$ cat config.mk
export PLATFORM = sky130hd
export DESIGN_NAME = inc_skip_and_rotate_exec
export DESIGN_NICKNAME = d
export VERILOG_FILES = /design/src/logic/incskip_pkg.sv /design/src/logic/inc_skip_and_rotate_exec.sv
export VERILOG_INCLUDE_DIRS = /design/src /design/src/logic
export SDC_FILE = /design/constraint.sdc
export NUM_CORES = 1
export LEC_CHECK = 0
export ABC_AREA = 1
export BUFFER_PORTS_ARGS = -buffer_cell sky130_fd_sc_hd__buf_2
export CELL_PAD_IN_SITES_DETAIL_PLACEMENT = 1
export CELL_PAD_IN_SITES_GLOBAL_PLACEMENT = 2
export CORE_AREA = 2 2 77 79
export CTS_CLUSTER_DIAMETER = 30
export DETAILED_ROUTE_END_ITERATION = 8
export DIE_AREA = 0 0 79 81
export GPL_TIMING_DRIVEN = 0
export PLACE_DENSITY = 0.71
export SYNTH_ARGS = -nofsm -noshare
export SYNTH_HDL_FRONTEND = slang
export SYNTH_SLANG_ARGS = --single-unit
$ cat constraint.sdc
create_clock -name clk_sys -period 1.2 [get_ports clk_sys]
set_input_delay 0.12 -clock clk_sys [delete_from_list [all_inputs] [get_ports clk_sys]]
set_output_delay 0.12 -clock clk_sys [all_outputs]
set_load 0.005 [all_outputs]
$ cat src/logic/incskip_consts.svh
`ifndef INCSKIP_CONSTS_SVH
`define INCSKIP_CONSTS_SVH
`define OPC_HI 11
`define OPC_LO 6
`define OPC_INC_SKIP 6'h0F
`define OPC_ROT_LEFT 6'h0D
`define DEST_BIT 5
`define ADDR_HI 4
`define DEST_ACC 1'h0
`define DEST_FILE 1'h1
`define DATA_MSB 7
`define ACC_RESET 8'h00
`define CARRY_RESET 1'h0
`define INC_STEP 8'h01
`define RESULT_ZERO 8'h00
`define WRAP_VALUE 8'hFF
`endif

$ cat src/logic/incskip_pkg.sv
package incskip_pkg;
  typedef struct packed {
    logic en;
    logic [4:0] addr;
    logic [7:0] data;
  } file_wr_t;
endpackage : incskip_pkg

$ cat src/logic/inc_skip_and_rotate_exec.sv
`timescale 1ns/1ps
`include "incskip_consts.svh"
module inc_skip_and_rotate_exec
  import incskip_pkg::*;
(
  input wire logic clk_sys,
  input wire logic resetn,
  input wire logic instr_valid,
  input wire logic [11:0] instr,
  input wire logic [7:0] file_rdata,
  output logic [4:0] file_raddr_unused,
  output file_wr_t file_wr,
  output logic [7:0] acc,
  output logic carry,
  output logic skip_next,
  output logic busy_nop
);
  // ---------------------------------------------------------------
  // decode
  // ---------------------------------------------------------------
  logic is_inc_skip;
  logic is_rot_left;
  logic dest;
  logic [4:0] faddr;
  logic [7:0] inc_res;
  logic [7:0] rot_res;
  logic squash;
  logic exec_ok;

  // the slot after a taken skip carries the squashed word; it must not act
  assign squash = skip_next;
  assign exec_ok = instr_valid && !squash;
  assign is_inc_skip = exec_ok &&
    (instr[`OPC_HI:`OPC_LO] == `OPC_INC_SKIP);
  assign is_rot_left = exec_ok &&
    (instr[`OPC_HI:`OPC_LO] == `OPC_ROT_LEFT);
  assign dest = instr[`DEST_BIT];
  assign faddr = instr[`ADDR_HI:0];
  assign inc_res = file_rdata + `INC_STEP;
  assign rot_res = {file_rdata[`DATA_MSB-1:0], carry};

  // ---------------------------------------------------------------
  // results
  // ---------------------------------------------------------------
  always_ff @(posedge clk_sys or negedge resetn)
  begin
    if (!resetn)
      acc <= `ACC_RESET;
    else if (is_inc_skip && dest == `DEST_ACC)
      acc <= inc_res;
    else if (is_rot_left && dest == `DEST_ACC)
      acc <= rot_res;
  end

  always_ff @(posedge clk_sys or negedge resetn)
  begin
    if (!resetn)
      file_wr <= '0;
    else
    begin
      file_wr.en <= (is_inc_skip || is_rot_left) && dest == `DEST_FILE;
      file_wr.addr <= faddr;
      file_wr.data <= is_inc_skip ? inc_res : rot_res;
    end
  end

  // carry only moves on rotate; increment leaves carry alone but sets skip_next and busy_nop on zero
  always_ff @(posedge clk_sys or negedge resetn)
  begin
    if (!resetn)
      carry <= `CARRY_RESET;
    else if (is_rot_left)
      carry <= file_rdata[`DATA_MSB];
  end

  // ---------------------------------------------------------------
  // skip
  // ---------------------------------------------------------------
  always_ff @(posedge clk_sys or negedge resetn)
  begin
    if (!resetn)
    begin
      skip_next <= 1'b0;
      busy_nop <= 1'b0;
    end
    else
    begin
      skip_next <= is_inc_skip && inc_res == `RESULT_ZERO;
      busy_nop <= is_inc_skip && inc_res == `RESULT_ZERO;
    end
  end

  always_ff @(posedge clk_sys or negedge resetn)
  begin
    if (!resetn)
      file_raddr_unused <= '0;
    else
      file_raddr_unused <= faddr;
  end

  // ---------------------------------------------------------------
  // checks
  // ---------------------------------------------------------------
  // decode rebuilt from the raw word, so a broken decoder is caught
  logic live_word;
  logic [5:0] live_opc;
  logic other_word;

  assign live_word = instr_valid && !skip_next;
  assign live_opc = instr[`OPC_HI:`OPC_LO];
  assign other_word = live_word && live_opc != `OPC_INC_SKIP &&
    live_opc != `OPC_ROT_LEFT;

  a_inc_decode: assert property (
    @(posedge clk_sys) disable iff (!resetn)
    live_word && live_opc == `OPC_INC_SKIP &&
      instr[`DEST_BIT] == `DEST_FILE
    |=> file_wr.en && file_wr.data == $past(file_rdata) + `INC_STEP)
    else $error("increment to file missing");

  a_inc_addr: assert property (
    @(posedge clk_sys) disable iff (!resetn)
    is_inc_skip && dest == `DEST_FILE
    |=> file_wr.addr == $past(instr[`ADDR_HI:0]))
    else $error("increment file address wrong");

  a_other_idle: assert property (
    @(posedge clk_sys) disable iff (!resetn)
    other_word
    |=> !file_wr.en && $stable(acc) && $stable(carry) && !skip_next)
    else $error("foreign opcode had effect");

  a_inc_acc: assert property (
    @(posedge clk_sys) disable iff (!resetn)
    is_inc_skip && dest == `DEST_ACC
    |=> acc == $past(file_rdata) + `INC_STEP && !file_wr.en)
    else $error("increment to accumulator wrong");

  a_inc_flags: assert property (
    @(posedge clk_sys) disable iff (!resetn)
    is_inc_skip |=> $stable(carry))
    else $error("increment touched carry");

  a_inc_keep: assert property (
    @(posedge clk_sys) disable iff (!resetn)
    is_inc_skip && dest == `DEST_FILE |=> $stable(acc))
    else $error("increment to file touched accumulator");

  a_skip_zero: assert property (
    @(posedge clk_sys) disable iff (!resetn)
    is_inc_skip && file_rdata == `WRAP_VALUE
    |=> skip_next ##1 !skip_next)
    else $error("skip not taken on zero");

  a_skip_none: assert property (
    @(posedge clk_sys) disable iff (!resetn)
    is_inc_skip && file_rdata != `WRAP_VALUE |=> !skip_next)
    else $error("skip taken on nonzero");

  a_skip_busy: assert property (
    @(posedge clk_sys) disable iff (!resetn)
    busy_nop == skip_next)
    else $error("no-op cycle flag out of step");

  a_skip_squash: assert property (
    @(posedge clk_sys) disable iff (!resetn)
    skip_next |=> !file_wr.en && $stable(acc) && $stable(carry))
    else $error("squashed slot had effect");

  a_rot_decode: assert property (
    @(posedge clk_sys) disable iff (!resetn)
    live_word && live_opc == `OPC_ROT_LEFT
    |=> carry == $past(file_rdata[`DATA_MSB]))
    else $error("rotate not decoded");

  a_rot_addr: assert property (
    @(posedge clk_sys) disable iff (!resetn)
    is_rot_left && dest == `DEST_FILE
    |=> file_wr.addr == $past(instr[`ADDR_HI:0]))
    else $error("rotate file address wrong");

  a_rot_value: assert property (
    @(posedge clk_sys) disable iff (!resetn)
    is_rot_left && dest == `DEST_ACC
    |=> acc == {$past(file_rdata[`DATA_MSB-1:0]), $past(carry)})
    else $error("rotate value wrong");

  a_rot_nowrite: assert property (
    @(posedge clk_sys) disable iff (!resetn)
    is_rot_left && dest == `DEST_ACC |=> !file_wr.en)
    else $error("rotate to accumulator wrote file");

  a_rot_file: assert property (
    @(posedge clk_sys) disable iff (!resetn)
    is_rot_left && dest == `DEST_FILE |=> file_wr.en && !skip_next)
    else $error("rotate file write wrong");

  a_rot_data: assert property (
    @(posedge clk_sys) disable iff (!resetn)
    is_rot_left && dest == `DEST_FILE
    |=> file_wr.data == {$past(file_rdata[`DATA_MSB-1:0]), $past(carry)}
      && $stable(acc))
    else $error("rotate file data wrong");

  c_skip: cover property (@(posedge clk_sys) disable iff (!resetn)
    is_inc_skip ##1 skip_next);
  c_inc_noskip: cover property (@(posedge clk_sys) disable iff (!resetn)
    is_inc_skip && file_rdata != `WRAP_VALUE);
  c_rot_carry: cover property (@(posedge clk_sys) disable iff (!resetn)
    is_rot_left && file_rdata[`DATA_MSB] && !carry);
  c_rot_file: cover property (@(posedge clk_sys) disable iff (!resetn)
    is_rot_left && dest == `DEST_FILE);
  c_squash_live: cover property (@(posedge clk_sys) disable iff (!resetn)
    skip_next && instr_valid);
endmodule : inc_skip_and_rotate_exec

==> results of run 1 <==
## cell families (layout without fill, tap and decap cells)
| group | Yosys count | count (layout) |
|---|---|---|
| AOI/OAI and AO/OA | 13 | 13 |
| xor gates and xnor gates | 1 | 1 |
| adders and majority gates | 1 | 1 |
| buffers and inverters | 24 | 89 |
| DFF | 24 | 24 |
| and+or+nand+nor | 87 | 87 |
## worst max-delay path by stage
stage	to	startpoint	depth (start not counted)	slack [ns]
2_1_floorplan	file_wr[6]	busy_nop	7	0.0005
3_3_place_gp	file_wr[6]	busy_nop	7	-0.17
3_5_place_dp	file_wr[6]	busy_nop	7	-0.20
4_1_cts	acc[5]	busy_nop	8	-0.13
5_1_grt	acc[3]	busy_nop	8	-0.20
6_report	acc[3]	busy_nop	8	-0.12
## flip-flops by register name, indices dropped and copies added, names as in the netlist
name and count:
busy_nop 1, acc 8, file_wr 9, file_raddr_unused 5
carry 1
## power breakdown
group / internal [mW] / total, mW / switching (mW)
logic: 0.157 / 0.331 / 0.174
registers: 0.873 / 0.904 / 0.0303
clock network: 0.224 / 0.454 / 0.230
## layer usage
layer	vias to the layer above	track usage, %
li1	588	-
met1	543	14.5
met4	0	3.62
met2	35	18.1
met5	-	0
met3	2	1.44
## what timing repair did
item,4_1_cts,5_1_grt
cloned,0,1
pin swaps,1,5
endpoints found under the setup margin,17,18
hold endpoints to repair,29,0
resized for setup,6,21
hold buffers,6,0
buffers inserted,2,1
## through the flow
step,hold WS (ns),instances,power [mW]
final,0.129,290,1.69
after global routing,0.125,290,1.81
after CTS,0.123,288,1.71
after detailed placement,0.144,277,1.22
after global placement,0.135,277,1.21
after floorplan,-0.176,150,1.05
## final cells by class
class | count | area share, %
repair buffers | 62 | 20.7
well taps | 75 | 5.23
inverters | 17 | 3.76
plain buffers | 7 | 3.34
clock buffers | 3 | 2.30
multi-input cells | 102 | 31.2
flip-flops and latches | 24 | 33.4
## synthesized netlist by cell type
cell type,number
nand2_1,58
dfrtp_1,24
inv_1,17
nand3_1,13
nor2_1,7
buf_4,6
o21ai_0,5
nand2_2,3
nor2_2,3
a21oi_1,2
o21ai_2,2
a21boi_1,1
a21oi_4,1
and2_1,1
buf_6,1
ha_1,1
nand4_1,1
nor2_4,1
o21a_1,1
o21ai_1,1
xnor2_1,1
==> impl_results.md, run 1 <==
- Outcome: finished, violations left
- Failing checks: setup timing
- Max-Cap Viols: 0
- Starting density of the core: 21.2%
- Hold endpoint: file_wr[0]
- Die width: 79 um
- Worst Hold Depth: 2
- Critical path startpoint category: flop
- Seq/Total Area, Yosys: 50.0%
- Vias in the first global route: 1148
- Min Tclk post-route: 1.32 ns
- Fin nets: 241
- Grt ovf: 0
- DR top layer: met4
- Worst Tran Pin Value: 0.526 ns
- Fillcell total: 710
- Dpl hpwl: 2600 um
- Hold crit path type: in2reg
- DR WL met3: 195 um
- Largest family of logic cells by synthesized area: simple AND/OR/NAND/NOR gates
- Post-Synth Adder-Cell Area: 1.04%
- CP required: 1.40 ns
- CP Buf/Inv Count: 2
- CTS clk-pin slew, worst paths: 0.08 ns
- GP Congestion: 0.802
- Clock Latency Late Sink: 0.25 ns
- CP max-delay cell: dfrtp_1
- RSZ-0062 raised after global routing: true
- Rel. slew slack: 64.9%
- Synth Area in Compound Gates: 7.40%
- Slowest stage delay, CP: 0.39 ns
- Finished Cell Area: 1800 um2
- Global-route wire length before repair: 5440 um
- Yosys reg bits: 24
- Antenna violations before repair: 0
- Net Count, Synth: 174
- Final slew viol count: 0
- Warning count from the yosys run: 0
- FF-to-FF Start: busy_nop
- Inserted Clock Buffers: 3
- DRT Pass-1 Iters: 4
- Post-DP Area: 1560 um2
- Critical path fanouts, max: 5
- Cell Rows: 28
- Upper clock frequency limit: 759 MHz
- Simple logic cell fraction of the synthesized area: 30.8%
- Area taken by multi-input logic gates: 561 um2
- ANT cells: 0
- Final setup violation count: 14
- Met2 WL post-DR: 1600 um
- Hold Crit Start: file_rdata[0]
- Core area: 5680 um2
- DR vias: 1168
- Post-layout utilization of the core: 31.6%
- WP data arrival: 1.52 ns
- Post-Route M1 WL: 1460 um
- Clk sink count: 24
- Max VDD drop: 309 uV
- Synth Area in XOR/XNOR: 0.729%
- Register Area: 601 um2
- Die Y: 81 um
- Initial DRC Count: 26
- Period Utilization, post-route: 110%
- Reg-to-reg setup timing slack: -0.12 ns
- Gr usage total: 10.8%
- Commonest cells after routing, fill and taps aside: buf_2 (52), nand2_1 (50), dfrtp_1 (24)
- Pwr per Cell Area: 940 nW/um2
- Top cells by area, synth: dfrtp_1 (50%), nand2_1 (18%), nand3_1 (5.4%)
- Pre-CTS WS: -0.198 ns
- Vias/cell: 4.03
- Clk buf depth: 2
- Final worst setup slack: -0.117 ns
- CTS tree: yes
- Syn Std Cell Area: 1200 um2
- DR WL/cell: 11.3 um
- Crit Path Category: reg2reg
- Final setup TNS: -0.872 ns
- Io pins: 53
- Post-synth top area share: 50.0%
- Critical Path Sink Type: flop
- CTS H-tree depth: 1
- Port Buf Inserts: 52
- Area grow syn2layout: 49.5%
- Commonest non-fill, non-tap cell in the layout: buf_2
- Cell taking the most area after synthesis: dfrtp_1
- Worst reg-to-reg path cell count: 8
- Cell Chain, Critical Path: inv_1 -> nand2_2 -> nor2_4 -> nand2_4 -> buf_8 -> a21oi_4 -> nand3_1 -> nand2_1
- Largest net degree at the start of global routing: 25
- Post-Syn Instances: 150
- Mux share of post-synthesis cell area: 0%
- LEAKAGE: 0.997 nW
- ANT nets after route: 0
- Post-Syn Area per Cell: 8.01 um2
- Final wirelength: 3280 um
- Skew final: 0.000698 ns
- Hold Vio Cnt, Final: 0
- CTS Root Cell: clkbuf_8
- Cell class contributing the biggest share of worst-path delay: simple AND/OR/NAND/NOR gates
- Die ar.: 6400 um2
- DRC viols: 0
- Ratio of cells with drive above 1 in the final layout: 42.3%
- Synth cell types: 21
- Crit Reg-Reg Endpoint: acc[3]
No activity file was read; power rests on OpenSTA's default activity.
==> run 2, diff against run 1 <==
Settings changed: CORE_AREA 2 2 77 79 to 2 2 73 75, DIE_AREA 0 0 79 81 to 0 0 75 77, GPL_ROUTABILITY_DRIVEN set to 0, PLACE_DENSITY 0.71 to 0.75.
Clock period 1.2 ns to 1.4 ns, I/O delays scaled along.
==> run 2 against run 1 <==
The flow now finishes without violations. Clock-buffer cell count unchanged. Global-route usage up 0.61 points. Fmax up 1.6%. Combinational power down 20%. Clock skew up 0.00089 ns. First-iteration DRC count down 27%. Core utilization up 3.0 points. Via count down 0.60%. Setup slack better by 0.22 ns. Non-clock buffer count down 1. Design area down 3.9%. Register-to-register slack better by 0.22 ns. Highest routed layer unchanged.
==> impl_results.md, run 2 (same netlist as run 1, synthesis figures left out) <==
- Clk buf depth: 2 (unchanged)
- Reg with most FFs: file_wr
- Combinational Power Share: 16.2% (-3.4 points)
- Fin nets: 240 (-0.41%)
- Pwr per Cell Area: 953 nW/um2 (+1.4%)
- Starting density of the core: 24.1% (+3.0 points)
- Biggest regs: file_wr x9, acc x8, file_raddr_unused x5
- ANT cells: 0 (unchanged)
- CP required: 1.61 ns (+0.21 ns)
- Vias/cell: 4.07 (+1.1%)
- DR WL/cell: 11.2 um (-1.4%)
- Hold crit path type: in2reg
- Rel. slew slack: 63.7% (-1.2 points)
- WP data arrival: 1.51 ns (about the same)
- Worst setup startpoint: busy_nop
- Critical path fanouts, max: 10 (+5)
- Cell Chain, Critical Path: inv_1 -> nand2_1 -> nor2_4 -> nand2_4 -> buf_8 -> a21oi_4 -> nand3_1 -> nand2_1
- Clk sink count: 24 (unchanged)
- Gr usage total: 11.4% (+0.61 points)
- Die Y: 77 um (-4.9%)
- Final wirelength: 3180 um (-3.1%)
- Commonest cells after routing, fill and taps aside: nand2_1 (57), buf_2 (52), dfrtp_1 (24)
- Initial DRC Count: 19 (-27%)
- CTS clk-pin slew, worst paths: 0.09 ns (about the same)
- Crit path to: acc[3]
- Die ar.: 5780 um2 (-9.8%)
- CP max-delay cell: dfrtp_1
- Cell Count, Final, Fillers Out: 285 (-1.7%)
- Antenna violations before repair: 0 (unchanged)
- Total Power: 1.64 mW (-2.6%)
- Inserted Clock Buffers: 3 (unchanged)
- CTS tree: yes
- Io pins: 53 (unchanged)
- Max reg flops: 9 (unchanged)
- Hold Vio Cnt, Final: 0 (unchanged)
- Worst reg-to-reg path cell count: 8 (unchanged)
- Ratio of cells with drive above 1 in the final layout: 36.7% (-5.6 points)
- Global-route wire length before repair: 5180 um (-4.8%)
- Grt ovf: 0 (unchanged)
- Final slew viol count: 0 (unchanged)
- Final worst setup slack: 0.103 ns (+0.221 ns)
- Upper clock frequency limit: 771 MHz (+1.6%)
- Crit Path Category: reg2reg
- Top cell by count, worst path: nand2_1
- ANT nets after route: 0 (unchanged)
- Hold slack: 0.126 ns (-0.00263 ns)
- Dpl hpwl: 2520 um (-3.1%)
- DRT Pass-1 Iters: 4 (unchanged)
- Max VDD drop: 366 uV (+18%)
- CTS H-tree depth: 1 (unchanged)
- Int Pwr: 1.26 mW (+0.31%)
- Cell Rows: 26 (-7.1%)
- Clock Latency Late Sink: 0.26 ns (about the same)
- Largest net degree at the start of global routing: 25 (unchanged)
- LEAKAGE: 0.973 nW (-2.4%)
- Period Utilization, post-route: 92.6% (-17 points)
- Final setup violation count: 0 (-14)
- Area grow syn2layout: 43.6%
- FF-to-FF Start: busy_nop
- Min Tclk post-route: 1.30 ns (-0.0206 ns)
- Switching part of the total power: 23.5% (-2.2 points)
- DRC viols: 0 (unchanged)
- Post-layout utilization of the core: 34.7% (+3.0 points)
- CTS Root Cell: clkbuf_8
- Port Buf Inserts: 52 (unchanged)
- Slowest stage delay, CP: 0.39 ns (about the same)
- NetSw: 387 uW (-11%)
- Crit Reg-Reg Endpoint: acc[3]
- DR vias: 1161 (-0.60%)
- Critical Path Sink Type: flop
- Placed insts: 272 (-1.8%)
- Worst Hold Depth: 2 (unchanged)
- RSZ-0062 raised after global routing: true
- Reg power frac: 47.1% (-6.4 points)
- Die width: 75 um (-5.1%)
- Pre-CTS WS: 0.0308 ns (+0.229 ns)
- Core area: 4980 um2 (-12%)
- Max-Cap Viols: 0 (unchanged)
- Commonest non-fill, non-tap cell in the layout: nand2_1
- Worst Tran Pin Value: 0.544 ns (+0.0177 ns)
- Reg-to-reg setup timing slack: 0.10 ns (+0.22 ns)
- Skew final: 0.00159 ns (+0.000892 ns)
- Critical path startpoint category: flop
- Vias in the first global route: 1138 (-0.87%)
- Outcome: finished clean
- Clock network power share: 36.7% (+9.8 points)
==> run 2: layout make-up <==
cell class	instances	area, um2
Sequential cell	24	601
Clock buffer	3	41.3
Multi-Input combinational cell	102	495
Clock inverter	1	30.0
Timing Repair Buffer	61	343
Inverter	17	67.6
Tap cell	70	87.6
Fill cell	617	3250
Buffer	7	60.1
==> run 2: power groups by stage <==
stage	Sequential [mW]	Clock, mW	Combinational, mW
floorplan	0.794	0	0.106
global placement	0.788	0	0.254
detailed placement	0.789	0	0.257
CTS	0.776	0.628	0.270
global route	0.783	0.654	0.305
finish	0.774	0.604	0.266
==> run 2: critical path: cells and delay by family, from the launching register on <==
family	cells	cell delay (ns)
AOI/OAI and AO/OA	1	0.16
buffers and inverters	2	0.21
DFF	1	0.39
and+or+nand+nor	5	0.47
==> run 2: worst min-delay path by stage <==
stage                             start                   end  slack, ns
after floorplan                  resetn                acc[0]      -0.16
after global placement           resetn  file_raddr_unused[0]       0.17
after detailed placement         resetn  file_raddr_unused[3]       0.16
after CTS                 file_rdata[0]            file_wr[0]       0.12
after global routing      file_rdata[0]            file_wr[0]       0.13
final                     file_rdata[0]            file_wr[0]       0.13
==> run 2: repair_timing <==
item                                    in CTS  in global routing
setup buffers                                0                  3
resized for setup                            0                  6
endpoints found under the setup margin       0                 11
hold buffers                                 6                  0
hold endpoints to repair                    29                  0
==> run 2: metal layers <==
layer  up-vias  GRT usage [%]  wire length [um]
met5         -              0                 0
met1       530           15.2              1490
met3         5           1.45               154
li1        590              -                 -
met4         0           3.75                41
met2        36           18.8              1500
==> run 2: per-stage QoR <==
step                      setup TNS, ns  cell area [um2]
after floorplan                       0             1200
after global placement                0             1550
after detailed placement              0             1550
after CTS                             0             1680
after global routing            -0.0478             1730
final                                 0             1730
